**config.mk**
```make
export PLATFORM = sky130hd
export DESIGN_NAME = aesecb_top
export DESIGN_NICKNAME = d
export VERILOG_FILES = /design/src/aesecb_pkg.sv /design/src/aesecb_events.sv /design/src/aesecb_top.sv
export SDC_FILE = /design/constraint.sdc
export NUM_CORES = 1
export LEC_CHECK = 0
export BUFFER_PORTS_ARGS = -buffer_cell sky130_fd_sc_hd__buf_2
export CAP_MARGIN = 40
export CORE_MARGIN = 1
export CORE_UTILIZATION = 50
export DETAILED_ROUTE_END_ITERATION = 12
export PLACE_DENSITY = 0.75
export SYNTH_ARGS = -nofsm -noshare
export SYNTH_HDL_FRONTEND = slang
export SYNTH_SLANG_ARGS = --single-unit
export TNS_END_PERCENT = 30
```
**constraint.sdc**
```tcl
create_clock -name i_clk -period 3.9 [get_ports i_clk]
set_input_delay 0.195 -clock i_clk [delete_from_list [all_inputs] [get_ports i_clk]]
set_output_delay 0.195 -clock i_clk [all_outputs]
set_load 0.02 [all_outputs]
```
**src/aesecb_pkg.sv**
```systemverilog
// aesecb_pkg: register map, data structure layout and states of the codebook encryptor
// assumes: 32-bit Avalon-MM register bus with byte addresses, 32-bit word data RAM
package aesecb_pkg;

	localparam int ADDR_W = 12;

	// register byte offsets
	localparam logic [ADDR_W-1:0] OFS_START_TASK = 12'h000;
	localparam logic [ADDR_W-1:0] OFS_STOP_TASK  = 12'h004;
	localparam logic [ADDR_W-1:0] OFS_DONE_EVT   = 12'h100;
	localparam logic [ADDR_W-1:0] OFS_ERROR_EVT  = 12'h104;
	localparam logic [ADDR_W-1:0] OFS_IEN_SET    = 12'h304;
	localparam logic [ADDR_W-1:0] OFS_IEN_CLR    = 12'h308;
	localparam logic [ADDR_W-1:0] OFS_DATA_PTR   = 12'h504;

	// field positions
	localparam int BIT_TRIGGER = 0;
	localparam int BIT_EVENT   = 0;
	localparam int BIT_DONE    = 0;
	localparam int BIT_ERROR   = 1;
	localparam int NUM_EVENTS  = 2;

	// reset values
	localparam logic [31:0]           PTR_RESET  = 32'h0000_0000;
	localparam logic [NUM_EVENTS-1:0] EVT_RESET  = 2'h0;
	localparam logic [NUM_EVENTS-1:0] IEN_RESET  = 2'h0;
	localparam logic [31:0]           READ_ZERO  = 32'h0000_0000;

	// data structure layout in bytes, and as word indices
	localparam int KEY_BYTE    = 0;
	localparam int CLEAR_BYTE  = 16;
	localparam int CIPHER_BYTE = 32;
	localparam int BLOCK_BYTES = 16;
	localparam int WORD_BYTES  = 4;
	localparam int IDX_W       = 4;
	localparam logic [IDX_W-1:0] IDX_KEY      = IDX_W'(KEY_BYTE / WORD_BYTES);
	localparam logic [IDX_W-1:0] IDX_LAST_RD  = IDX_W'((CLEAR_BYTE + BLOCK_BYTES) / WORD_BYTES - 1);
	localparam logic [IDX_W-1:0] IDX_CIPHER   = IDX_W'(CIPHER_BYTE / WORD_BYTES);
	localparam logic [IDX_W-1:0] IDX_LAST_WR  = IDX_W'((CIPHER_BYTE + BLOCK_BYTES) / WORD_BYTES - 1);
	localparam int STRUCT_WORDS = (CIPHER_BYTE + BLOCK_BYTES) / WORD_BYTES;
	localparam int BLOCK_WORDS  = BLOCK_BYTES / WORD_BYTES;

	typedef enum logic [1:0] {
		ST_IDLE,
		ST_LOAD,
		ST_RUN,
		ST_STORE
	} aesecb_state_e;

endpackage : aesecb_pkg

```
**src/aesecb_events.sv**
```systemverilog
// aesecb_events: sticky event flags, interrupt enables and the level interrupt
// assumes: one clock, synchronous active-high reset, clock enable from the parent
`timescale 1ns/1ps
module aesecb_events #(
	parameter int N = aesecb_pkg::NUM_EVENTS
) (
	input  wire logic         i_clk,
	input  wire logic         i_rst,
	input  wire logic         i_ce,
	input  wire logic [N-1:0] i_hw_set,
	input  wire logic [N-1:0] i_sw_wr,
	input  wire logic [N-1:0] i_sw_wdata,
	input  wire logic [N-1:0] i_en_set,
	input  wire logic [N-1:0] i_en_clr,
	output logic      [N-1:0] o_flags,
	output logic      [N-1:0] o_enables,
	output logic              o_irq
);

	logic [N-1:0] flags_r;
	logic [N-1:0] en_r;

	// software write stores its value, hardware set wins the same cycle
	always_ff @(posedge i_clk)
	begin
		if (i_rst)
			flags_r <= aesecb_pkg::EVT_RESET;
		else if (i_ce)
			flags_r <= (flags_r & ~i_sw_wr) | (i_sw_wr & i_sw_wdata) | i_hw_set;
	end

	always_ff @(posedge i_clk)
	begin
		if (i_rst)
			en_r <= aesecb_pkg::IEN_RESET;
		else if (i_ce)
			en_r <= (en_r | i_en_set) & ~i_en_clr;
	end

	assign o_flags   = flags_r;
	assign o_enables = en_r;
	assign o_irq     = |(flags_r & en_r);

	////////////////////////////////////////////////////////////////////////////////

	property p_en_set;
		@(posedge i_clk) disable iff (i_rst)
		(i_ce && i_en_set[0] && !i_en_clr[0]) |=> o_enables[0];
	endproperty
	a_en_set: assert property (p_en_set) else $error("enable set lost");

	property p_en_clr;
		@(posedge i_clk) disable iff (i_rst)
		(i_ce && i_en_clr[1]) |=> !o_enables[1];
	endproperty
	a_en_clr: assert property (p_en_clr) else $error("enable clear lost");

	property p_flag_sticky;
		@(posedge i_clk) disable iff (i_rst)
		(o_flags[0] && !(i_ce && i_sw_wr[0] && !i_sw_wdata[0])) |=> o_flags[0];
	endproperty
	a_flag_sticky: assert property (p_flag_sticky) else $error("flag dropped");

	property p_irq_rise;
		@(posedge i_clk) disable iff (i_rst)
		(i_ce && i_hw_set[1] && o_enables[1] && !i_en_clr[1]) |=> o_irq;
	endproperty
	a_irq_rise: assert property (p_irq_rise) else $error("irq not raised");

endmodule : aesecb_events

```
**src/aesecb_top.sv**
```systemverilog
// aesecb_top: control of single-block codebook encryption, register slave and data mover
// assumes: Avalon-MM slave with waitrequest; RAM port holds req until a one-cycle ack;
// shared AES core reports busy, preempt and done; i_ce also gates the RAM and the core
//
// How it works
// - a start while the shared AES core is busy starts nothing and raises the error event.
// - a stop during a running encryption aborts it and raises the error event.
// - the completion flag becomes 1 when an encryption finishes and holds until software writes it.
// - the error flag becomes 1 whenever an encryption is abandoned by stop or error.
// - writing one to the completion bit of enable-set enables it; reads give the enable.
// - writing one to the error bit of enable-set enables it; writing zero changes nothing.
// - writing one to the completion bit of enable-clear disables it; reads give the enable.
// - writing one to the error bit of enable-clear disables it; reads give the enable.
// - software loads the data pointer, and every RAM access is based on it.
// - the key sits at byte 0, cleartext at byte 16 and ciphertext at byte 32.
// - start fetches key and cleartext, completion follows the ciphertext write-back.
// - this block yields the core to others and aborts with an error on a conflict.
// - no RAM access is outstanding when the completion or error event is raised.
//
// Our own choice: the Avalon-MM slave port.
`timescale 1ns/1ps
module aesecb_top (
	input  wire logic                           i_clk,
	input  wire logic                           i_rst,
	input  wire logic                           i_ce,
	input  wire logic [aesecb_pkg::ADDR_W-1:0]  i_avs_address,
	input  wire logic                           i_avs_read,
	input  wire logic                           i_avs_write,
	input  wire logic [31:0]                    i_avs_writedata,
	input  wire logic [3:0]                     i_avs_byteenable,
	output logic      [31:0]                    o_avs_readdata,
	output logic                                o_avs_waitrequest,
	input  wire logic                           i_hw_start,
	input  wire logic                           i_hw_stop,
	output logic                                o_dma_req,
	output logic                                o_dma_we,
	output logic      [31:0]                    o_dma_addr,
	output logic      [31:0]                    o_dma_wdata,
	input  wire logic                           i_dma_ack,
	input  wire logic [31:0]                    i_dma_rdata,
	input  wire logic                           i_aes_busy,
	input  wire logic                           i_aes_preempt,
	output logic                                o_aes_start,
	output logic                                o_aes_claim,
	output logic      [127:0]                   o_aes_key,
	output logic      [127:0]                   o_aes_block,
	input  wire logic                           i_aes_done,
	input  wire logic [127:0]                   i_aes_result,
	output logic                                o_done_pulse,
	output logic                                o_error_pulse,
	output logic                                o_busy,
	output logic                                o_irq
);

	localparam int NE = aesecb_pkg::NUM_EVENTS;
	localparam int IW = aesecb_pkg::IDX_W;
	// byte address of a structure word
	function automatic logic [31:0] word_addr(input logic [31:0] base, input logic [IW-1:0] idx);
		word_addr = base + {26'h0, idx, 2'h0};
	endfunction : word_addr

	aesecb_pkg::aesecb_state_e st_r;
	logic [IW-1:0] idx_r;
	logic          abort_r;
	logic          served_r;
	logic [31:0]   ptr_r;
	logic [31:0]   rdata_r;
	logic          aes_start_r;
	logic [31:0]   words_r [aesecb_pkg::STRUCT_WORDS];
	logic          done_pulse_r;
	logic          error_pulse_r;

	logic          wr_go;
	logic          sw_start;
	logic          sw_stop;
	logic          start_trig;
	logic          stop_trig;
	logic          abort_now;
	logic          done_set;
	logic          err_set;
	logic [NE-1:0] flags;
	logic [NE-1:0] enables;
	logic [NE-1:0] flag_wr;
	logic [NE-1:0] en_set;
	logic [NE-1:0] en_clr;
	logic [31:0]   rd_mux;

	////////////////////////////////////////////////////////////////////////////////
	// register slave: every access answers on its second edge
	assign o_avs_waitrequest = (i_avs_read | i_avs_write) & ~served_r;
	assign wr_go = i_ce & i_avs_write & served_r & i_avs_byteenable[0];

	always_ff @(posedge i_clk)
	begin
		if (i_rst)
			served_r <= 1'b0;
		else if (i_ce)
			served_r <= (i_avs_read | i_avs_write) & ~served_r;
	end

	assign sw_start   = wr_go && i_avs_address == aesecb_pkg::OFS_START_TASK
		&& i_avs_writedata[aesecb_pkg::BIT_TRIGGER];
	assign sw_stop    = wr_go && i_avs_address == aesecb_pkg::OFS_STOP_TASK
		&& i_avs_writedata[aesecb_pkg::BIT_TRIGGER];
	assign start_trig = sw_start | (i_ce & i_hw_start);
	assign stop_trig  = sw_stop | (i_ce & i_hw_stop);

	assign flag_wr[aesecb_pkg::BIT_DONE]  = wr_go && i_avs_address == aesecb_pkg::OFS_DONE_EVT;
	assign flag_wr[aesecb_pkg::BIT_ERROR] = wr_go && i_avs_address == aesecb_pkg::OFS_ERROR_EVT;
	assign en_set = (wr_go && i_avs_address == aesecb_pkg::OFS_IEN_SET)
		? i_avs_writedata[NE-1:0] : '0;
	assign en_clr = (wr_go && i_avs_address == aesecb_pkg::OFS_IEN_CLR)
		? i_avs_writedata[NE-1:0] : '0;

	always_ff @(posedge i_clk)
	begin
		if (i_rst)
			ptr_r <= aesecb_pkg::PTR_RESET;
		else if (i_ce && i_avs_write && served_r && i_avs_address == aesecb_pkg::OFS_DATA_PTR)
		begin
			for (int b = 0; b < 4; b++)
				if (i_avs_byteenable[b])
					ptr_r[8*b +: 8] <= i_avs_writedata[8*b +: 8];
		end
	end

	// tasks and unmapped offsets read zero
	always_comb
	begin
		rd_mux = aesecb_pkg::READ_ZERO;
		case (i_avs_address)
			aesecb_pkg::OFS_DONE_EVT:
				rd_mux[aesecb_pkg::BIT_EVENT] = flags[aesecb_pkg::BIT_DONE];
			aesecb_pkg::OFS_ERROR_EVT:
				rd_mux[aesecb_pkg::BIT_EVENT] = flags[aesecb_pkg::BIT_ERROR];
			aesecb_pkg::OFS_IEN_SET,
			aesecb_pkg::OFS_IEN_CLR:
				rd_mux[NE-1:0] = enables;
			aesecb_pkg::OFS_DATA_PTR:
				rd_mux = ptr_r;
			default:
				rd_mux = aesecb_pkg::READ_ZERO;
		endcase
	end

	always_ff @(posedge i_clk)
	begin
		if (i_rst)
			rdata_r <= aesecb_pkg::READ_ZERO;
		else if (i_ce && i_avs_read && !served_r)
			rdata_r <= rd_mux;
	end

	assign o_avs_readdata = rdata_r;

	////////////////////////////////////////////////////////////////////////////////
	// event sources
	assign abort_now = abort_r | stop_trig;
	assign done_set  = st_r == aesecb_pkg::ST_STORE && i_dma_ack && !abort_now
		&& idx_r == aesecb_pkg::IDX_LAST_WR;
	assign err_set   = (st_r == aesecb_pkg::ST_IDLE && start_trig && i_aes_busy)
		|| ((st_r == aesecb_pkg::ST_LOAD || st_r == aesecb_pkg::ST_STORE)
			&& i_dma_ack && abort_now)
		|| (st_r == aesecb_pkg::ST_LOAD && i_dma_ack && !abort_now
			&& idx_r == aesecb_pkg::IDX_LAST_RD && i_aes_busy)
		|| (st_r == aesecb_pkg::ST_RUN && (stop_trig || i_aes_preempt));

	aesecb_events #(
		.N (NE)
	) u_events (
		.i_clk      (i_clk),
		.i_rst      (i_rst),
		.i_ce       (i_ce),
		.i_hw_set   ({i_ce & err_set, i_ce & done_set}),
		.i_sw_wr    (flag_wr),
		.i_sw_wdata ({2{i_avs_writedata[aesecb_pkg::BIT_EVENT]}}),
		.i_en_set   (en_set),
		.i_en_clr   (en_clr),
		.o_flags    (flags),
		.o_enables  (enables),
		.o_irq      (o_irq)
	);

	always_ff @(posedge i_clk)
	begin
		if (i_rst)
		begin
			done_pulse_r  <= 1'b0;
			error_pulse_r <= 1'b0;
		end
		else if (i_ce)
		begin
			done_pulse_r  <= done_set;
			error_pulse_r <= err_set;
		end
	end

	assign o_done_pulse  = done_pulse_r;
	assign o_error_pulse = error_pulse_r;
	////////////////////////////////////////////////////////////////////////////////
	// sequencer: load key and cleartext, encrypt, store ciphertext
	always_ff @(posedge i_clk)
	begin
		if (i_rst)
		begin
			st_r    <= aesecb_pkg::ST_IDLE;
			idx_r   <= aesecb_pkg::IDX_KEY;
			abort_r <= 1'b0;
		end
		else if (i_ce)
		begin
			case (st_r)
				aesecb_pkg::ST_IDLE:
				begin
					abort_r <= 1'b0;
					idx_r   <= aesecb_pkg::IDX_KEY;
					if (start_trig && !i_aes_busy)
						st_r <= aesecb_pkg::ST_LOAD;
				end
				aesecb_pkg::ST_LOAD:
				begin
					if (!i_dma_ack)
						abort_r <= abort_now;
					else if (abort_now || (idx_r == aesecb_pkg::IDX_LAST_RD && i_aes_busy))
						st_r <= aesecb_pkg::ST_IDLE;
					else if (idx_r == aesecb_pkg::IDX_LAST_RD)
						st_r <= aesecb_pkg::ST_RUN;
					else
						idx_r <= idx_r + 1'b1;
				end
				aesecb_pkg::ST_RUN:
				begin
					if (stop_trig || i_aes_preempt)
						st_r <= aesecb_pkg::ST_IDLE;
					else if (i_aes_done)
					begin
						st_r  <= aesecb_pkg::ST_STORE;
						idx_r <= aesecb_pkg::IDX_CIPHER;
					end
				end
				aesecb_pkg::ST_STORE:
				begin
					if (!i_dma_ack)
						abort_r <= abort_now;
					else if (abort_now || idx_r == aesecb_pkg::IDX_LAST_WR)
						st_r <= aesecb_pkg::ST_IDLE;
					else
						idx_r <= idx_r + 1'b1;
				end
				default:
					st_r <= aesecb_pkg::ST_IDLE;
			endcase
		end
	end

	// structure words: key, cleartext, then ciphertext
	always_ff @(posedge i_clk)
	begin
		if (i_rst)
		begin
			for (int w = 0; w < aesecb_pkg::STRUCT_WORDS; w++)
				words_r[w] <= aesecb_pkg::READ_ZERO;
		end
		else if (i_ce)
		begin
			if (st_r == aesecb_pkg::ST_LOAD && i_dma_ack)
				words_r[idx_r] <= i_dma_rdata;
			else if (st_r == aesecb_pkg::ST_RUN && i_aes_done)
			begin
				for (int k = 0; k < aesecb_pkg::BLOCK_WORDS; k++)
					words_r[aesecb_pkg::IDX_CIPHER + k] <= i_aes_result[127 - 32*k -: 32];
			end
		end
	end

	always_ff @(posedge i_clk)
	begin
		if (i_rst)
			aes_start_r <= 1'b0;
		else if (i_ce)
			aes_start_r <= st_r == aesecb_pkg::ST_LOAD && i_dma_ack && !abort_now
				&& idx_r == aesecb_pkg::IDX_LAST_RD && !i_aes_busy;
	end
	assign o_aes_start = aes_start_r;
	assign o_aes_claim = st_r == aesecb_pkg::ST_RUN;
	assign o_aes_key   = {words_r[0], words_r[1], words_r[2], words_r[3]};
	assign o_aes_block = {words_r[4], words_r[5], words_r[6], words_r[7]};
	assign o_dma_req   = st_r == aesecb_pkg::ST_LOAD || st_r == aesecb_pkg::ST_STORE;
	assign o_dma_we    = st_r == aesecb_pkg::ST_STORE;
	assign o_dma_addr  = word_addr(ptr_r, idx_r);
	assign o_dma_wdata = words_r[idx_r];
	assign o_busy      = st_r != aesecb_pkg::ST_IDLE;
	////////////////////////////////////////////////////////////////////////////////
	property p_busy_start;
		@(posedge i_clk) disable iff (i_rst)
		(i_ce && start_trig && st_r == aesecb_pkg::ST_IDLE && i_aes_busy)
			|=> (st_r == aesecb_pkg::ST_IDLE && o_error_pulse && flags[1]);
	endproperty
	a_busy_start: assert property (p_busy_start) else $error("busy start not refused");
	property p_stop_run;
		@(posedge i_clk) disable iff (i_rst)
		(i_ce && stop_trig && st_r == aesecb_pkg::ST_RUN) |=> (!o_busy && o_error_pulse);
	endproperty
	a_stop_run: assert property (p_stop_run) else $error("stop did not abort");
	property p_done_flag;
		@(posedge i_clk) disable iff (i_rst)
		(i_ce && done_set) |=> (flags[0] && !o_busy && o_done_pulse);
	endproperty
	a_done_flag: assert property (p_done_flag) else $error("done flag not set");
	property p_preempt;
		@(posedge i_clk) disable iff (i_rst)
		(i_ce && o_aes_claim && i_aes_preempt) |=> (flags[1] && !o_aes_claim);
	endproperty
	a_preempt: assert property (p_preempt) else $error("conflict not aborted");
	property p_event_quiet;
		@(posedge i_clk) disable iff (i_rst)
		(i_ce && (done_set || err_set)) |=> !o_dma_req;
	endproperty
	a_event_quiet: assert property (p_event_quiet) else $error("ram access after event");
	property p_store_area;
		@(posedge i_clk) disable iff (i_rst)
		(o_dma_req && o_dma_we) |-> (o_dma_addr - ptr_r >= 32'(aesecb_pkg::CIPHER_BYTE));
	endproperty
	a_store_area: assert property (p_store_area) else $error("write outside cipher area");
	property p_task_reads_zero;
		@(posedge i_clk) disable iff (i_rst)
		(i_ce && i_avs_read && !served_r && i_avs_address == aesecb_pkg::OFS_STOP_TASK)
			|=> (o_avs_readdata == aesecb_pkg::READ_ZERO && !o_avs_waitrequest);
	endproperty
	a_task_reads_zero: assert property (p_task_reads_zero) else $error("task read not zero");
	property p_load_to_run;
		@(posedge i_clk) disable iff (i_rst)
		$rose(o_aes_claim) |-> $past(o_dma_req) && !o_dma_req;
	endproperty
	a_load_to_run: assert property (p_load_to_run) else $error("run began without load");

endmodule : aesecb_top

```
==> Yosys cells after proc, flatten, opt, wreduce, memory -nomap -nowiden <==
Memories as Yosys holds them, arrays and structs flattened. A register that Yosys moved wholly into a read port is not among the register bits.
Index checks and enable logic that the tools add are counted.
Widths: inputs -> output; s select.
{ "word_totals": {"ff_bits": 79, "in_bits": 219, "mem_count": 1, "wordCells": 164, "out_inout_bits": 361, "ram_bits": 384} }
{ "classes": {"eq_ne": 23, "mux": 44, "reduce_logical": 54, "n_bitwise": 26, "n_addsub": 2} }
{ "mem_list": {"columns": ["memory", "words", "width", "rd", "rd_ports_with_merged_regs", "wr", "line_no", "source"], "rows": [
  ["words_r", 12, 32, 9, 1, 12, "aesecb_top.sv:69", "logic [31:0] words_r [aesecb_pkg::STRUCT_WORDS];"]
]} }
{ "op_table": {"columns": ["operator", "n"], "rows": [
  ["$mux 32", 5],
  ["$mux 4", 10],
  ["$add 32x6->32", 1],
  ["$reduce_or 32->1", 1],
  ["$mux 30", 1],
  ["$logic_and 1x1->1", 29],
  ["$eq 12x10->1 const B", 2],
  ["$eq 12x9->1 const B", 2],
  ["$mux 2", 10],
  ["$pmux 4 s4", 1],
  ["$mux 1", 13],
  ["$eq 12x11->1 const B", 1],
  ["$eq 12x3->1 const B", 1],
  ["$logic_not 12->1", 1],
  ["$ne 2x2->1 const B", 6],
  ["$and 1x1->1", 8],
  ["$and 2x2->2", 4],
  ["$ne 2x1->1 const B", 4],
  ["$or 1x1->1", 8],
  ["$pmux 2 s4", 1],
  ["$reduce_and 2->1", 4],
  ["$reduce_and 8->1", 1],
  ["$logic_or 1x1->1", 7],
  ["$reduce_and 7->1", 1],
  ["other kinds (17)", 27]
]} }

==> Depth between registers and ports, before layout <==
{ "logic_depth": {"ltp_word": 15, "ltp_mapped": 8, "ltp_nobuf": 8} }

==> By module <==
From an unflattened synthesis, not the netlist that was laid out.
{ "unflattened": {"hier_cells": 1901, "hier_area_um2": 26948.3} }
{ "modules_own_cells": {"columns": ["module", "cells_each", "instances", "seq_area_each_um2", "area_per_inst_um2"], "rows": [
  ["aesecb_top", 1884, 1, 16956.3, 26781.9],
  ["aesecb_events", 17, 1, 80.1, 166.4]
]} }

==> Worst setup path after synthesis <==
Ideal clock, no wire load.
{ "synth_timing": {"path_kind": "register -> register", "startpoint": "register st_r[1]", "endpoint": "memory words_r[11][0] (enable)", "n_path_buf": 0, "path_slack_ns": 0.195, "setup_ns": 0.466, "stages_incl_launch_ff": 4, "arrival_ns": 3.240, "period_less_slack_ns": 3.705, "required_time_ns": 3.434, "cell_sequence": "dfxtp_1 nand2b_2 or3_1 o21ai_0"} }
{ "synth_rtl": {"columns": ["element", "line_no", "source"], "rows": [
  ["start: declaration", "aesecb_top.sv:62", "aesecb_pkg::aesecb_state_e st_r;"],
  ["start signal: assignment", "aesecb_top.sv:206", "st_r <= aesecb_pkg::ST_IDLE;"],
  ["start signal: assignment", "aesecb_top.sv:218", "st_r <= aesecb_pkg::ST_LOAD;"],
  ["start signal: assignment", "aesecb_top.sv:225", "st_r <= aesecb_pkg::ST_IDLE;"],
  ["end: declaration", "aesecb_top.sv:69", null]
]} }

==> Final worst setup path <==
{ "layout_timing": {"startpoint": "register idx_r[0]", "endpoint": "output port o_dma_addr[14]"} }
{ "layout_between": {"elab_chain_cells": 1} }
{ "layout_lines": {"columns": ["element", "line_no", "source"], "rows": [
  ["start: declaration", "aesecb_top.sv:63", "logic [IW-1:0] idx_r;"],
  ["start signal: assignment", "aesecb_top.sv:207", "idx_r <= aesecb_pkg::IDX_KEY;"],
  ["start signal: assignment", "aesecb_top.sv:216", "idx_r <= aesecb_pkg::IDX_KEY;"],
  ["start signal: assignment", "aesecb_top.sv:229", "idx_r <= idx_r + 1'b1;"],
  ["$add 32x6->32", "aesecb_top.sv:59", "word_addr = base + {26'h0, idx, 2'h0};"],
  ["end: declaration", "aesecb_top.sv:37", "output logic [31:0] o_dma_addr,"]
]} }
No other way between the ends.

==> flow_summary.json <==
{
  "ys_ff_latch": 595,
  "place_inst": 3032,
  "synth.distinct_cells": 71,
  "synth_area_mm2": 0.0273,
  "clk_pin_slew_ns": 0.07,
  "tightest_slew_ns": 0.849,
  "crit_chain": "ha_1 > inv_1 > fa_1 > nor2b_1 > o21ai_0 > a21oi_1 > and3_1 > xor2_1 > buf_2",
  "synth_async_sr_flop_share": 0,
  "crit_arrival_ns": 3.10,
  "post_cts_buffers": 0,
  "cts_root_buffer": "clkbuf_16",
  "drive_gt1_frac": 0.356,
  "drv_slew": 0,
  "startpoint_type": "register",
  "synth_edf_count": 512,
  "clockBufferDepth": 3,
  "stdcell_count": 3339,
  "final.min_clock_period_ns": 3.29,
  "power_density_mw_per_mm2": 406,
  "hold_buffers": 193,
  "r2r_end": "words_r[10][29]$_DFFE_PP_",
  "drt_iter0_drc": 2205,
  "final_antenna_net_count": 0,
  "firstDrtPassIters": 5,
  "fp.dieH_um": 236,
  "cts_tree": "done",
  "cts_made_buffers": 61,
  "cts_resized": 0,
  "synth_top_cell_area_share": 0.563,
  "postSynthAreaPerCell_um2": 14.5,
  "dieArea_mm2": 0.0556,
  "ff2ff_setup_slack_ns": 1.13,
  "initial_core_util": 0.506,
  "hp-class": "input port to register",
  "slew_headroom": 0.434,
  "synth.area.top_cells": "edfxtp_1, mux4_2, dfxtp_1, and3_1, and2_1",
  "syn_inst": 1879,
  "rows": 85,
  "endpoint": "o_dma_addr[14]",
  "overflow": 0,
  "routed_wirelength_mm": 93.5,
  "clock-sinks": 595,
  "path_max_fanout": 7,
  "cp.required_ns": 3.70,
  "track_usage": 0.334,
  "grt_pass1_vias": 20900,
  "finalHoldViolCount": 0,
  "port_buffers": 579,
  "hp-start": "i_aes_result[1]",
  "r2r_start": "st_r[0]$_SDFFE_PP0P_",
  "insertion_delay_ns": 0.65,
  "place.gp.congestion": 0.939,
  "irDropWorstVdd_mv": 0.377,
  "antenna_cells": 0,
  "antenna_found_initial": 1,
  "fillers": 3805,
  "drc": 0,
  "skew_ns": 0.0325,
  "fp.dieW_um": 236,
  "ys_seq_area_frac": 0.624,
  "ys.flop_type": "edfxtp_1",
  "area_growth_pct": 28.2,
  "finalSetupViolations": 0,
  "fin_tns_setup_ns": 0,
  "r2r_cells": 5,
  "status": "completed",
  "via_per_inst": 6.17,
  "fin_crit_sh": 0.844,
  "yosysTopAreaCell": "edfxtp_1",
  "fin_nets": 2821,
  "rsz0062_at_grt": "false",
  "grt_start_max_net_pins": 70,
  "dp_hpwl_mm": 62.1,
  "htree_levels": 2,
  "wl_per_cell_um": 28.0,
  "grt_pass1_wl_mm": 137,
  "num_io_pins": 580,
  "core_area_mm2": 0.0539,
  "max_freq_ghz": 0.304,
  "maxCapViolations": 0,
  "cp-end-kind": "output pin",
  "worst_path_max_delay_cell": "dfxtp_1",
  "worstSetupStartpoint": "idx_r[0]$_SDFFE_PP0N_",
  "yosysWarnings": 0,
  "dr_total_vias": 20600,
  "max_stage_delay_ns": 0.48,
  "crit_type": "register to output pin",
  "p_leak_nw": 14.3,
  "synth_nets": 2107
}
## worst min path at each step
stage | to | slack, ns | cells after the start
final | words_r[11][1]$_DFFE_PP_ | 0.02 | 3
after global routing | words_r[11][1]$_DFFE_PP_ | 0.05 | 3
after CTS | o_aes_start$_SDFFE_PP0P_ | 0.003 | 4
after detailed placement | u_events.o_enables[1]$_SDFFE_PP0P_ | 0.42 | 2
after global placement | u_events.o_enables[1]$_SDFFE_PP0P_ | 0.42 | 2
after floorplan | u_events.o_enables[0]$_SDFFE_PP0P_ | 0.29 | 1
## power by group
group	internal, mW	total, mW	switching [mW]
sequential	7.06	7.17	0.112
combinational	0.469	1.14	0.675
clock	3.36	5.90	2.54
total	10.9	14.2	3.33
## per-layer routing
layer / wire length, um / vias to the layer above / GRT usage
met2: 46300 / 1456 / 0.566
met3: 9520 / 250 / 0.0756
li1: - / 8641 / -
met1: 33500 / 10200 / 0.409
met5: 12 / - / 0
met4: 4230 / 2 / 0.152
## synthesized netlist by cell type (all sizes together) (8+ instances only)
cell type  instances
ha                 8
nand4             10
dfxtp             83
and2             109
mux2i             35
a21oi             48
a21o               8
buf               80
a22o              65
xor2              23
nor3              13
edfxtp           512
nand2b            72
and3             171
inv               14
nand3             42
nand2            118
o21ai             73
clkbuf            97
mux4             160
nor2              58
## registers in the layout, indices dropped and copies added (netlist names), named ones only
register / cells
o_done_pulse: 1
words_r: 512
served_r: 1
u_events.o_enables: 2
o_error_pulse: 1
u_events.o_flags: 2
o_avs_readdata: 32
idx_r: 4
o_aes_start: 1
ptr_r: 32
st_r: 2
abort_r: 1
## critical path: cells and delay by family, from the launching register on
family	cells	cell delay (ns)
AOI/OAI and AO/OA	2	0.62
adders and majority gates	2	0.61
DFF	1	0.48
and+or+nand+nor	2	0.35
buffers and inverters	2	0.25
xor gates and xnor gates	1	0.16
## logic make-up (layout without fill, tap and decap cells)
family / Yosys count / after routing / synth area share
compound gates: 225 / 225 / 0.0552
simple gates: 634 / 634 / 0.132
fa+ha+maj: 9 / 9 / 0.00440
xor+xnor: 29 / 29 / 0.00930
mux: 195 / 195 / 0.145
buf+inv: 192 / 956 / 0.0309
flops: 595 / 595 / 0.624
## stage by stage
| stage | utilization | hold WS (ns) | total power [mW] | setup WS, ns | instance area, um^2 |
|---|---|---|---|---|---|
| CTS | 0.649 | 0.00317 | 14.2 | 0.590 | 35000 |
| global placement | 0.573 | 0.415 | 8.25 | 1.22 | 30900 |
| detailed placement | 0.576 | 0.421 | 8.28 | 1.20 | 31000 |
| finish | 0.649 | 0.0233 | 14.2 | 0.609 | 35000 |
| global route | 0.649 | 0.0487 | 14.5 | 0.444 | 35000 |
| floorplan | - | 0.292 | 7.75 | 0.195 | 27300 |
## cell type report
| class | instances | area [um^2] | area share |
|---|---|---|---|
| flip-flops and latches | 595 | 17000 | 0.487 |
| clock buffers | 76 | 1670 | 0.0476 |
| repair buffers | 829 | 5520 | 0.158 |
| multi-input cells | 1092 | 9510 | 0.272 |
| inverters | 14 | 52.6 | 0.00150 |
| clock inverters | 37 | 344 | 0.00983 |
| well taps | 696 | 871 | 0.0249 |
## cells in the final DEF, fill, tap and decap left out, types with 35 or more instances in the layout
cell           Yosys  layout
dfxtp_1           83      79
mux2i_1           35      35
edfxtp_1         512     512
o21ai_0           66      65
mux4_2           160     160
dlygate4sd3_1      0     193
nand3_1           42      42
and3_1           170     167
buf_2             34     578
clkbuf_16          0      64
a22o_1            65      65
and2_1           109     102
nand2_1          118     118
nand2b_1          71      68
nor2_1            57      57
buf_4             11      40
a21oi_1           47      47
(Power assumes the default switching activity.)
